<file path="src/design/irao_pkg.sv">
// Purpose: shared constants and types for the inertial output registers
// Assumes: 16-bit register words at even byte addresses
// Notes:   rate axes occupy sample slots 0..2, acceleration 3..4
package irao_pkg;

    // ----------------------------------------------------------------
    // Sizes
    // ----------------------------------------------------------------
    localparam int NUM_AXES = 5;
    localparam int NUM_RATE = 3;
    localparam int AX_RATE_X = 0;
    localparam int AX_RATE_Y = 1;
    localparam int AX_RATE_Z = 2;
    localparam int AX_ACCEL_X = 3;
    localparam int AX_ACCEL_Y = 4;

    // ----------------------------------------------------------------
    // Register map, byte addresses
    // ----------------------------------------------------------------
    localparam logic [6:0] ADDR_X_RATE_FRAC = 7'h04;
    localparam logic [6:0] ADDR_X_RATE_INT = 7'h06;
    localparam logic [6:0] ADDR_Y_RATE_FRAC = 7'h08;
    localparam logic [6:0] ADDR_Y_RATE_INT = 7'h0a;
    localparam logic [6:0] ADDR_Z_RATE_FRAC = 7'h0c;
    localparam logic [6:0] ADDR_Z_RATE_INT = 7'h0e;
    localparam logic [6:0] ADDR_X_ACCEL_FRAC = 7'h10;
    localparam logic [6:0] ADDR_X_ACCEL_INT = 7'h12;
    localparam logic [6:0] ADDR_Y_ACCEL_FRAC = 7'h14;
    localparam logic [6:0] ADDR_Y_ACCEL_INT = 7'h16;
    localparam logic [6:0] ADDR_FIRST = ADDR_X_RATE_FRAC;
    localparam logic [6:0] ADDR_LAST = ADDR_Y_ACCEL_INT;

    // ----------------------------------------------------------------
    // Codes and scales
    // ----------------------------------------------------------------
    localparam logic [15:0] RATE_FS_CODE = 16'h4e20;
    localparam logic [15:0] ACCEL_FS_CODE = 16'h7d00;
    localparam logic [15:0] ZERO_CODE = 16'h0000;
    localparam logic [31:0] ZERO_WORD = 32'h0000_0000;
    // Rate scale per integer count, micro-degrees per second
    localparam logic [31:0] RATE_SCALE_125 = 32'h0000_186a;
    localparam logic [31:0] RATE_SCALE_500 = 32'h0000_61a8;
    localparam logic [31:0] RATE_SCALE_2000 = 32'h0001_86a0;
    // Acceleration per integer count, micrometres per second squared
    localparam logic [31:0] ACCEL_LSB_UM = 32'h0000_0992;

    // ----------------------------------------------------------------
    // Types
    // ----------------------------------------------------------------
    typedef enum logic [1:0] {
        IRAO_RANGE_125 = 2'b00,
        IRAO_RANGE_500 = 2'b01,
        IRAO_RANGE_2000 = 2'b10
    } irao_range_t;

    typedef enum logic {
        IRAO_EMPTY = 1'b0,
        IRAO_LIVE = 1'b1
    } irao_fill_t;

    typedef logic [NUM_AXES-1:0][31:0] irao_sample_t;

    typedef struct packed {
        logic rd;
        logic wr;
        logic [6:0] addr;
    } irao_req_t;

    typedef struct packed {
        irao_fill_t fill;
        irao_sample_t data;
        logic [15:0] rdData;
        logic rdValid;
        logic [31:0] rateScale;
    } irao_state_t;

endpackage

</file>
<file path="src/design/irao_clamp.sv">
// Purpose: saturate one 32-bit axis value to its full-scale code
// Assumes: full scale falls on an integer count, fraction zero
// Notes:   purely combinational
`timescale 1ns/1ps
`default_nettype none

module irao_clamp #(
    parameter logic [15:0] FS_CODE = irao_pkg::RATE_FS_CODE
) (
    // Raw value in
    input wire logic [31:0] valueIn,
    // Limited value out
    output logic [31:0] valueOut
);

    logic signed [31:0] posLimit;
    logic signed [31:0] negLimit;

    // Negative limit is the exact negation, so the two ends stay symmetric
    assign posLimit = {FS_CODE, irao_pkg::ZERO_CODE};
    assign negLimit = -posLimit;

    always_comb
    begin
        if ($signed(valueIn) > posLimit)
        begin
            valueOut = posLimit;
        end
        else if ($signed(valueIn) < negLimit)
        begin
            valueOut = negLimit;
        end
        else
        begin
            valueOut = valueIn;
        end
    end

endmodule // irao_clamp

`default_nettype wire

</file>
<file path="src/design/irao_output_regs.sv">
// Purpose: read-only rate and acceleration output register set
// Assumes: serial front end delivers one-cycle read/write strobes
// Notes:   one read answer per strobe, one cycle later
`timescale 1ns/1ps
`default_nettype none

// Functional notes
// - Each rate axis reads as two words, high above low, one 32-bit value.
// - Rate high word is two's complement; zero rotation reads 0x0000.
// - Rate low word holds sixteen extra resolution bits.
// - Rate scale is 0.00625, 0.025 or 0.1 dps per count by range.
// - Rate full scale reads 0x4E20 and 0xB1E0 in the high word.
// - Each acceleration axis reads as high and low words, one 32-bit value.
// - Acceleration high word two's complement, 2.45 mm/s2 per count.
// - Acceleration full scale reads 0x7D00 and 0x8300 in the high word.
// - Acceleration low word holds sixteen extra resolution bits.
// - Rate words at 0x04..0x0E, low word first, read-only.
// - Acceleration words at 0x10..0x16, low word first, read-only.
// - All output words refresh together on each new sample.
module irao_output_regs #(
    parameter irao_pkg::irao_range_t RANGE = irao_pkg::IRAO_RANGE_125
) (
    // Clock and reset
    input wire logic clk,
    input wire logic rst_b,
    // Processed sample from the pipeline
    input wire logic sampleValid,
    input wire irao_pkg::irao_sample_t sampleIn,
    // Register access from the serial front end
    input wire irao_pkg::irao_req_t req,
    output logic [15:0] rdData,
    output logic rdValid,
    // Status
    output logic dataLive,
    output logic [31:0] rateScale
);

    // ----------------------------------------------------------------
    // Input limiting
    // ----------------------------------------------------------------
    irao_pkg::irao_sample_t limited;

    genvar gi;
    generate
        for (gi = 0; gi < irao_pkg::NUM_AXES; gi++)
        begin : g_axis
            localparam logic [15:0] FS = (gi < irao_pkg::NUM_RATE) ?
                irao_pkg::RATE_FS_CODE : irao_pkg::ACCEL_FS_CODE;
            // Rate and acceleration saturate at their own codes
            // Signed limits keep zero at zero and the sign intact
            irao_clamp #(
                .FS_CODE(FS)
            ) u_clamp (
                .valueIn(sampleIn[gi]),
                .valueOut(limited[gi])
            );
        end
    endgenerate

    // ----------------------------------------------------------------
    // Address decode
    // ----------------------------------------------------------------
    logic mapped;
    logic [6:0] offset;
    logic [2:0] axisSel;
    logic highSel;
    logic [31:0] axisWord;
    logic [31:0] scaleFor;
    irao_pkg::irao_state_t state_d;
    irao_pkg::irao_state_t state_q;

    always_comb
    begin
        mapped = (req.addr >= irao_pkg::ADDR_FIRST) &&
                 (req.addr <= irao_pkg::ADDR_LAST) && !req.addr[0];
        offset = 7'(req.addr - irao_pkg::ADDR_FIRST);
        // Two words per axis: bit 1 picks high, upper bits pick axis
        axisSel = offset[4:2];
        highSel = offset[1];
        axisWord = irao_pkg::ZERO_WORD;
        if (axisSel < 3'(irao_pkg::NUM_AXES))
        begin
            axisWord = state_q.data[axisSel];
        end
    end

    always_comb
    begin
        case (RANGE)
            irao_pkg::IRAO_RANGE_500: scaleFor = irao_pkg::RATE_SCALE_500;
            irao_pkg::IRAO_RANGE_2000: scaleFor = irao_pkg::RATE_SCALE_2000;
            default: scaleFor = irao_pkg::RATE_SCALE_125;
        endcase
    end

    // ----------------------------------------------------------------
    // State
    // ----------------------------------------------------------------
    always_comb
    begin
        state_d = state_q;
        state_d.rateScale = scaleFor;
        state_d.rdValid = req.rd;
        state_d.rdData = irao_pkg::ZERO_CODE;
        // Whole sample loads in one edge, so an axis never mixes samples
        if (sampleValid)
        begin
            state_d.data = limited;
        end
        case (state_q.fill)
            irao_pkg::IRAO_EMPTY:
            begin
                if (sampleValid)
                begin
                    state_d.fill = irao_pkg::IRAO_LIVE;
                end
            end
            irao_pkg::IRAO_LIVE:
            begin
                state_d.fill = irao_pkg::IRAO_LIVE;
            end
            default:
            begin
                state_d.fill = irao_pkg::IRAO_EMPTY;
            end
        endcase
        // Read returns the stored word; writes have no path into data
        if (req.rd && mapped)
        begin
            // High word above low word of one 32-bit value
            state_d.rdData = highSel ? axisWord[31:16] :
                                       axisWord[15:0];
        end
    end

    always_ff @(posedge clk or negedge rst_b)
    begin
        if (!rst_b)
        begin
            state_q.fill <= irao_pkg::IRAO_EMPTY;
            state_q.data <= '0;
            state_q.rdData <= irao_pkg::ZERO_CODE;
            state_q.rdValid <= 1'b0;
            state_q.rateScale <= irao_pkg::ZERO_WORD;
        end
        else
        begin
            state_q <= state_d;
        end
    end

    assign rdData = state_q.rdData;
    assign rdValid = state_q.rdValid;
    // Live code is 1, so the flag is the state bit itself
    assign dataLive = state_q.fill;
    assign rateScale = state_q.rateScale;

    // Expected scale spelled out from the range, not from the decode above
    localparam logic [31:0] EXP_SCALE =
        (RANGE == irao_pkg::IRAO_RANGE_2000) ? irao_pkg::RATE_SCALE_2000 :
        (RANGE == irao_pkg::IRAO_RANGE_500) ? irao_pkg::RATE_SCALE_500 :
        irao_pkg::RATE_SCALE_125;

    // Negative high words above the negative limit are inside the range
    localparam logic [15:0] ACC_NEG_FS = 16'(-irao_pkg::ACCEL_FS_CODE);
endmodule // irao_output_regs

`default_nettype wire

</file>
<file path="config.mk">
export PLATFORM = sky130hd
export DESIGN_NAME = irao_output_regs
export DESIGN_NICKNAME = d
export VERILOG_FILES = /design/src/design/irao_pkg.sv /design/src/design/irao_clamp.sv /design/src/design/irao_output_regs.sv
export SDC_FILE = /design/constraint.sdc
export NUM_CORES = 1
export LEC_CHECK = 0
export BUFFER_PORTS_ARGS = -buffer_cell sky130_fd_sc_hd__buf_4
export CORE_ASPECT_RATIO = 1.1
export CORE_MARGIN = 10
export CORE_UTILIZATION = 55
export DETAILED_ROUTE_END_ITERATION = 7
export GPL_ROUTABILITY_DRIVEN = 0
export MAX_ROUTING_LAYER = met4
export PLACE_DENSITY_LB_ADDON = 0.1
export SLEW_MARGIN = 20
export SYNTH_ARGS = -nofsm -noshare
export SYNTH_HDL_FRONTEND = slang
export SYNTH_HIERARCHICAL = 1
export SYNTH_SLANG_ARGS = --single-unit
</file>
<file path="constraint.sdc">
create_clock -name clk -period 3 [get_ports clk]
set_clock_uncertainty 0.05 [all_clocks]
set_input_delay 0 -clock clk [delete_from_list [all_inputs] [get_ports clk]]
set_output_delay 0 -clock clk [all_outputs]
set_load 0.1 [all_outputs]
</file>
==> impl_metrics.toml, run 1 <==
[timing]
max_freq_mhz = 420.4
setup_violations = 0
fin_crit_sh_pct = 79.29
maxSlewViolCount = 0
worst_slew_pin_slew_ps = 838.4
finalSetupTns_ps = 0
maxSlewHeadroom_pct = 43.97
min_period_ps = 2379
whs_ps = -2.006
hold_viol = 1
rsz0062_at_grt = "no"

[grt]
antenna_found_initial = 0
grt_pass1_vias = 8343
grt_max_degree = 70
grt-ovfl-total = 0
grt.total_usage_pct = 24.26
grt_pass1_wl_mm = 47.05

[route]
wirelength_mm = 30.20
via_count = 8010
via_per_inst = 5.750
drc = 0
ant_nets = 0
dr.pass1.iters = 4
avgRoutedWirePerCell_um = 21.68
drtIter0Drc = 506

[synth]
synthDominantCellAreaShare_pct = 42.52
yosysUniqueCellTypes = 51
netlist_top_cells_area = "dfrtp_1 43%, mux2_2 17%, nor3b_1 7.8%"
yosys_warnings = 6
yosys_register_bits = 179
synth-edff-count = 0
ys_dominant_reg_cell = "dfrtp_1"
avgSynthCellArea_um2 = 11.98
synthCells = 879
async_flop_share_pct = 100.0
synthTopCellsByCount = "179 x dfrtp_1, 160 x mux2_2, 109 x nor3b_1"
yosys.area.top_type = "dfrtp_1"
ys_seq_area_share_pct = 42.52
yosysMostFrequentCell = "dfrtp_1"
netlist_area_um2 = 10530

[clocking]
insertion_delay_ps = 440
postCtsSetupBuffers = 0
clock_sinks = 179
clk_pin_slew_worst_paths_ps = 70
cts_resized = 0
cts_root_buf = "clkbuf_16"
numCtsBuffers = 17
clockBufferDepth = 2
cts_max_level = 4
tritoncts = "done"

[hold_path]
hold_class = "input pin to flip-flop"

[setup_path]
path_class = "input pin to flip-flop"
required_ps = 3270
endpoint_kind = "flip-flop"
worstSetupStartpointType = "input pin"
cp.arrival_ps = 2650
worstPathMaxFanout = 27

[final_layout]
area_growth_pct = 29.56
final_area_um2 = 13650
fin_nets = 1312
antenna_cells = 0
final_core_util_pct = 71.96
layout-drive-gt1-share_pct = 41.71

[run]
drv_cap = 0

[die]
start_util_pct = 55.54
pin_count = 222
die_w_um = 152.0
die-height_um = 165.1
num_rows = 53
core_um2 = 18970
dieArea_um2 = 25090

[placed_design]
dpl.hpwl_mm = 22.02
portBuffers = 194
placed_cell_area_um2 = 11870

[power_and_ir_drop]
ir_drop_v = 0.0004414
leakage_nw = 5.961
powerDensity_nw_per_um2 = 497.7

[run_status]
status = "finished, violations left"
violations = "negative hold slack"
## registers in the layout, summed over array words and instances, names as in the netlist
signal     count
state_q      160
rateScale      1
dataLive       1
rdData        16
rdValid        1
## repair_timing
| action | CTS | global route |
|---|---|---|
| hold buffers | 116 | 0 |
| setup endpoints to repair | 0 | 0 |
| endpoints found under the hold margin | 181 | 0 |
## final cells by class
class | instances | area (um2)
multi-input combinational | 592 | 5393
inverter | 13 | 48.80
sequential | 179 | 4479
clock buffer | 18 | 439.2
clock inverter | 14 | 178.9
timing repair buffer | 330 | 2800
fill | 1316 | 5318
tap | 247 | 309.0
## metrics by stage
| stage | std cells | power, mW | setup slack [ps] |
|---|---|---|---|
| CTS | 1393 | 6.807 | 695.7 |
| finish | 1393 | 6.793 | 621.2 |
| detailed placement | 1245 | 4.375 | 801.6 |
| global placement | 1245 | 4.343 | 815.0 |
| floorplan | 904 | 3.870 | 1195 |
| global route | 1393 | 7.071 | 435.5 |
## worst paths after layout
kind	from	endpoint	slack [ps]	cells past startpoint
worst min-delay path	sampleIn[37]	state_q[86]$_DFFE_PN0P_	-2	3
min in group asynchronous	rst_b	rdData[10]$_DFF_PN0_	90	2
worst min register to register	dataLive$_DFF_PN0_	dataLive$_DFF_PN0_	440	1
max in group asynchronous	rst_b	state_q[103]$_DFFE_PN0P_	1950	3
worst max-delay path	sampleIn[26]	state_q[75]$_DFFE_PN0P_	620	9
worst max register to register	state_q[59]$_DFFE_PN0P_	rdData[10]$_DFF_PN0_	1150	3
## report_power, final
part           switching, mW  leakage, nW  internal (mW)  total (mW)
clock network          0.973        0.281           1.34        2.31
logic                  0.830         3.41          0.781        1.61
registers              0.185         2.27           2.68        2.87
## cell families (layout without fill, tap and decap cells)
family	Yosys count	count (layout)	share of synthesized area, %
buffers and inverters	133	375	7.329
flip-flops	179	179	42.52
AO/OA/AOI/OAI	82	82	8.065
XOR/XNOR	1	1	0.1545
other	2	27	0.07129
multiplexers	193	193	24.04
AND/OR/NAND/NOR	282	282	16.99
adder cells (fa/ha/maj)	7	7	0.8314
## cells in the final DEF, fill, tap and decap left out, types with 6 or more instances in the layout
cell type      Yosys  final
a21o_1            12     12
a21oi_1            7      7
a221oi_1           6      6
a221oi_2           9      9
a2bb2oi_1         10     10
a311oi_1           6      6
a311oi_2           9      9
buf_4             56    210
clkbuf_16          0     17
clkinvlp_4         0      6
conb_1             2     27
dfrtp_1          179    179
dlygate4sd3_1      0    116
ha_1               7      7
inv_1             13     13
mux2_2           160    160
mux4_2            32     32
nand2_1           37     37
nand4_1            6      6
nor2_1            40     38
nor2b_1           11     11
nor3_1            12     12
nor3b_1          109    109
nor4_1            28     28
or4_1              6      6
## per-layer routing
metal | track usage [%] | wire (um) | share of wire, %
met1 | 32.09 | 13540 | 45
met2 | 37.59 | 14360 | 48
met3 | 4.299 | 1658 | 5.5
met4 | 7.662 | 643 | 2.1
met5 | - | 0 | 0
## critical path, stage by stage
cell	delay (ps)
dlygate4sd3_1	560
buf_4	150
nor3_1	260
a21oi_1	110
o21ai_0	150
ha_1	680
inv_1	250
a21o_1	230
mux2_2	250
(Power assumes the default switching activity.)
==> run 2: changes to the inputs <==
--- a/config.mk
+++ b/config.mk
@@ -8,7 +8,7 @@
 export BUFFER_PORTS_ARGS = -buffer_cell sky130_fd_sc_hd__buf_4
 export CORE_ASPECT_RATIO = 1.1
 export CORE_MARGIN = 10
-export CORE_UTILIZATION = 55
+export CORE_UTILIZATION = 50
 export DETAILED_ROUTE_END_ITERATION = 7
 export GPL_ROUTABILITY_DRIVEN = 0
 export MAX_ROUTING_LAYER = met4
==> constraint.sdc (replaced) <==
create_clock -name clk -period 1.95 [get_ports clk]
set_clock_uncertainty 0.05 [all_clocks]
set_input_delay 0 -clock clk [delete_from_list [all_inputs] [get_ports clk]]
set_output_delay 0 -clock clk [all_outputs]
set_load 0.1 [all_outputs]
==> impl_metrics.toml, run 2 (same netlist as run 1, synthesis figures left out) <==
[clocking]
clock_sinks = 179
numCtsBuffers = 17
clk_pin_slew_worst_paths_ps = 70
insertion_delay_ps = 440
clockBufferDepth = 2
cts_root_buf = "clkbuf_16"
tritoncts = "done"
cts_max_level = 4

[power_and_ir_drop]
powerDensity_nw_per_um2 = 761.1
total_power_mw = 10.90
ir_drop_v = 0.0006920
leakage_nw = 6.326

[timing]
maxSlewViolCount = 0
finalSetupTns_ps = 0
maxSlewHeadroom_pct = 62.78
max_freq_mhz = 528.5
worst_slew_pin_slew_ps = 558.4
rsz0062_at_grt = "no"
fin_crit_sh_pct = 97.02
whs_ps = 2.496
min_period_ps = 1892
hold_viol = 0
setup_violations = 0

[route]
drtIter0Drc = 426
wirelength_mm = 31.94
ant_nets = 0
via_count = 8256
avgRoutedWirePerCell_um = 22.07
drc = 0
via_per_inst = 5.706
dr.pass1.iters = 4

[final_layout]
largest_reg_flops = 160
n_fill_cell = 1476
fin_nets = 1356
layout_common_cells = "224 x buf_4, 179 x dfrtp_1, 160 x mux2_2"
reg_top3 = "state_q (160), rdData (16)"
layout-drive-gt1-share_pct = 44.12
regMostFlops = "state_q"
mostFrequentLayoutCell = "buf_4"
multi_input_area_um2 = 5466
final_cells = 1447
area_growth_pct = 35.94
seqCellArea_um2 = 4479

[placed_design]
place_inst = 1284
dpl.hpwl_mm = 23.31
portBuffers = 194

[setup_path]
required_ps = 2220
cp.arrival_ps = 2170
crit_path_cell_trace = "dlygate4sd3_1, buf_4, or4_1, nor4_1, a2bb2oi_1, mux2_2"
r2r-start = "state_q[89]$_DFFE_PN0P_"
path_class = "input pin to flip-flop"
critPathLaunch = "sampleIn[113]"
worstSetupStartpointType = "input pin"
cpMaxStageDelayCell = "or4_1"
max_stage_delay_ps = 690
endpoint_kind = "flip-flop"
worstPathMaxFanout = 7
crit_family = "simple AND/OR/NAND/NOR gates"
cp_num_buf_inv = 2

[hold_path]
hold_class = "input pin to flip-flop"
hold_start = "sampleIn[8]"

[grt]
antenna_found_initial = 0
grt-ovfl-total = 0
grt_pass1_wl_mm = 48.90
grt_max_degree = 56
grt_pass1_vias = 8533
grt.total_usage_pct = 23.88

[die]
pin_count = 222
die-height_um = 172.2
start_util_pct = 51.02
dieArea_um2 = 27280
die_w_um = 158.4
num_rows = 55
core_um2 = 20640

[run]
drv_cap = 0

[run_status]
status = "finished, final reports clean"
==> run 2: changes by cell type in the layout (fill, tap and decap cells not counted), sizes merged, moves of 2 or more <==
cell          delta
dlymetal6s4s     +4
inv              +3
bufinv           +2
clkinv           +2
buf             +31
dlygate4sd3      +9
clkinvlp         -6
==> run 2: per-stage QoR <==
stage / setup WS (ps) / util [%] / cell area (um2)
2_1_floorplan: 144.8 / - / 10630
3_3_place_gp: 38.35 / 59.36 / 12260
3_5_place_dp: 39.00 / 59.36 / 12260
4_1_cts: 71.54 / 68.53 / 14150
5_1_grt: 9.917 / 69.35 / 14320
6_report: 58.02 / 69.36 / 14320
==> run 2: repair_timing <==
item,CTS,global route
hold buffers,124,5
gates resized for setup,0,26
setup endpoints to repair,0,63
setup buffers,0,2
hold endpoints to repair,283,5
==> run 2: final timing paths <==
check,end,slack [ps],cells after the start
worst max-delay path,state_q[173]$_DFFE_PN0P_,60,6
worst min-delay path,state_q[57]$_DFFE_PN0P_,2,3
worst max register to register,rdData[8]$_DFF_PN0_,330,4
worst min register to register,dataLive$_DFF_PN0_,430,1
max in group asynchronous,state_q[125]$_DFFE_PN0P_,1080,3
min in group asynchronous,rdData[8]$_DFF_PN0_,40,2
==> run 2: per-layer routing <==
layer | wire length [um] | global-route usage, %
met2 | 15150 | 36.25
met1 | 14390 | 32.24
met3 | 1686 | 3.801
met5 | 0 | -
met4 | 715 | 7.860
==> run 2: cell type report <==
| cell class | count | area share [%] |
|---|---|---|
| well taps | 256 | 2.237 |
| clock inverters | 15 | 1.581 |
| diodes | 1 | 0.01747 |
| repair buffers | 374 | 23.40 |
| clock buffers | 17 | 2.971 |
| multi-input cells | 592 | 38.17 |
| inverters | 13 | 0.3408 |
| flip-flops and latches | 179 | 31.28 |
==> run 2: power breakdown <==
group	internal, mW	switching, mW
Clock	2.29	1.54
Combinational	1.33	1.32
Sequential	4.13	0.294
Total	7.75	3.15
==> run 2: worst register-to-register path, cell delays in order (launching register included) <==
cell	delay [ps]
dfrtp_1	420
mux4_2	510
a221oi_1	270
buf_4	180
a311oi_1	60
==> run 3: changes to the inputs <==
==> constraint.sdc (replaced) <==
create_clock -name clk -period 1.95 [get_ports clk]
set_clock_uncertainty 0.05 [all_clocks]
set_input_delay 0.585 -clock clk [delete_from_list [all_inputs] [get_ports clk]]
set_output_delay 0.585 -clock clk [all_outputs]
set_load 0.1 [all_outputs]
==> impl_metrics.toml, run 3 (same netlist as run 1, synthesis figures left out) <==
[placed_design]
portBuffers = 194
dpl_worst_slack_ps = -533.5
dpl.hpwl_mm = 24.50
place_inst = 1380

[clocking]
clockBufferDepth = 2
insertion_delay_ps = 430
clk_pin_slew_worst_paths_ps = 70
numCtsBuffers = 17
cts_root_buf = "clkbuf_16"
clock_sinks = 179
tritoncts = "done"
cts_max_level = 4

[route]
via_count = 8043
drc = 0
drtIter0Drc = 440
avgRoutedWirePerCell_um = 21.83
wirelength_mm = 30.87
ant_nets = 0
dr.pass1.iters = 5
via_per_inst = 5.688

[setup_path]
worstSetupStartpointType = "input pin"
required_ps = 2210
r2r_cells = 3
r2r-start = "state_q[87]$_DFFE_PN0P_"
r2r_end = "rdData[6]$_DFF_PN0_"
endpoint_kind = "flip-flop"
worstPathMaxFanout = 8
cp.arrival_ps = 2200
path_class = "input pin to flip-flop"
regToRegSetupSlack_ps = 350

[final_layout]
largest_reg_flops = 160
mostFrequentLayoutCell = "buf_4"
regMostFlops = "state_q"
reg_top3 = "state_q (160), rdData (16)"
n_fill_cell = 1472
fin_nets = 1325
layout-drive-gt1-share_pct = 60.54
area_growth_pct = 37.95
layout_common_cells = "311 x buf_4, 179 x dfrtp_1, 100 x mux2_2"
antenna_cells = 0
final_cells = 1414

[timing]
max_freq_mhz = 515.8
setup_violations = 0
rsz0062_at_grt = "yes"
fin_crit_sh_pct = 99.43
hold_viol = 0
layout_setup_ws_ps = 11.09
maxSlewViolCount = 0
min_period_ps = 1939

[die]
die-height_um = 172.2
core_um2 = 20640
start_util_pct = 51.02
dieArea_um2 = 27280
pin_count = 222
num_rows = 55
die_w_um = 158.4

[grt]
grt_pass1_vias = 8628
grt.total_usage_pct = 23.06
grt-ovfl-total = 0
antenna_found_initial = 0
grt_max_degree = 67
grt_pass1_wl_mm = 47.13

[power_and_ir_drop]
ir_drop_v = 0.0005049
powerDensity_nw_per_um2 = 743.1
total_power_mw = 10.80
leakage_nw = 6.600

[hold_path]
hold_class = "input pin to flip-flop"
whs_path_depth = 2
hold_start = "req[8]"
worstHoldEndpoint = "rdValid$_DFF_PN0_"

[run]
drv_cap = 0

[run_status]
status = "finished, final reports clean"
==> run 3: changes by cell type in the layout (fill, tap and decap cells not counted), moves of 4 or more <==
| cell | previous run | this run |
|---|---|---|
| clkbuf_8 | 0 | 6 |
| buf_4 | 224 | 311 |
| buf_12 | 15 | 22 |
| a221oi_2 | 9 | 15 |
| a221oi_1 | 6 | 0 |
| nor3b_1 | 98 | 41 |
| nand2_1 | 37 | 33 |
| dlygate4sd3_1 | 125 | 1 |
| nor3b_2 | 13 | 66 |
| nor3b_4 | 0 | 4 |
| inv_6 | 5 | 1 |
| mux2_4 | 0 | 60 |
| dlymetal6s4s_1 | 4 | 0 |
| mux2_2 | 160 | 100 |
==> run 3: worst max-delay path by stage <==
stage             startpoint                        to  slack [ps]  cells past startpoint
2_1_floorplan  sampleIn[121]  state_q[169]$_DFFE_PN0P_        -330                      6
3_3_place_gp   sampleIn[121]  state_q[175]$_DFFE_PN0P_        -500                      8
3_5_place_dp   sampleIn[121]  state_q[175]$_DFFE_PN0P_        -530                      8
4_1_cts        sampleIn[121]  state_q[146]$_DFFE_PN0P_           3                      7
5_1_grt        sampleIn[153]  state_q[201]$_DFFE_PN0P_         -30                      6
6_report       sampleIn[153]  state_q[201]$_DFFE_PN0P_          10                      6
==> run 3: layer usage <==
metal	up-vias	track usage (%)	share of wire, %
li1	3761	-	-
met1	4014	29.65	44
met5	-	-	0
met3	36	3.627	4.9
met4	0	8.585	2.8
met2	232	36.29	48
==> run 3: stage by stage <==
| stage | hold WS (ps) | setup TNS [ps] | instance area [um2] | util (%) |
|---|---|---|---|---|
| floorplan | 239.4 | -18290 | 11490 | - |
| global route | 298.9 | -81.70 | 14530 | 70.39 |
| CTS | 296.6 | 0 | 14380 | 69.64 |
| global placement | 343.9 | -58590 | 13730 | 66.51 |
| detailed placement | 342.0 | -61630 | 13730 | 66.51 |
| finish | 308.5 | 0 | 14530 | 70.39 |
==> run 3: what timing repair did <==
action,CTS,global route
pin swaps,1,9
setup buffers,1,1
setup endpoints to repair,31,69
gates resized for setup,6,27
hold buffers,1,0
hold endpoints to repair,4,0
==> run 3: layout make-up <==
class,instances,area (um2),area share (%)
inverters,13,51.30,0.3530
repair buffers,343,2887,19.86
clock buffers,24,511.7,3.522
well taps,256,320.3,2.204
clock inverters,7,95.09,0.6544
multi-input cells,592,6187,42.58
flip-flops and latches,179,4479,30.82
==> run 3: power breakdown <==
part           internal [mW]  switching (mW)  leakage [nW]
registers               4.13           0.306          2.27
clock network           2.09            1.42         0.299
logic                   1.47            1.39          4.03
==> run 3: worst max-delay path, stage by stage <==
cell     delay [ps]
buf_6            90
a211o_1         290
o41ai_2         200
ha_2            380
or3_4           390
mux2_4          260
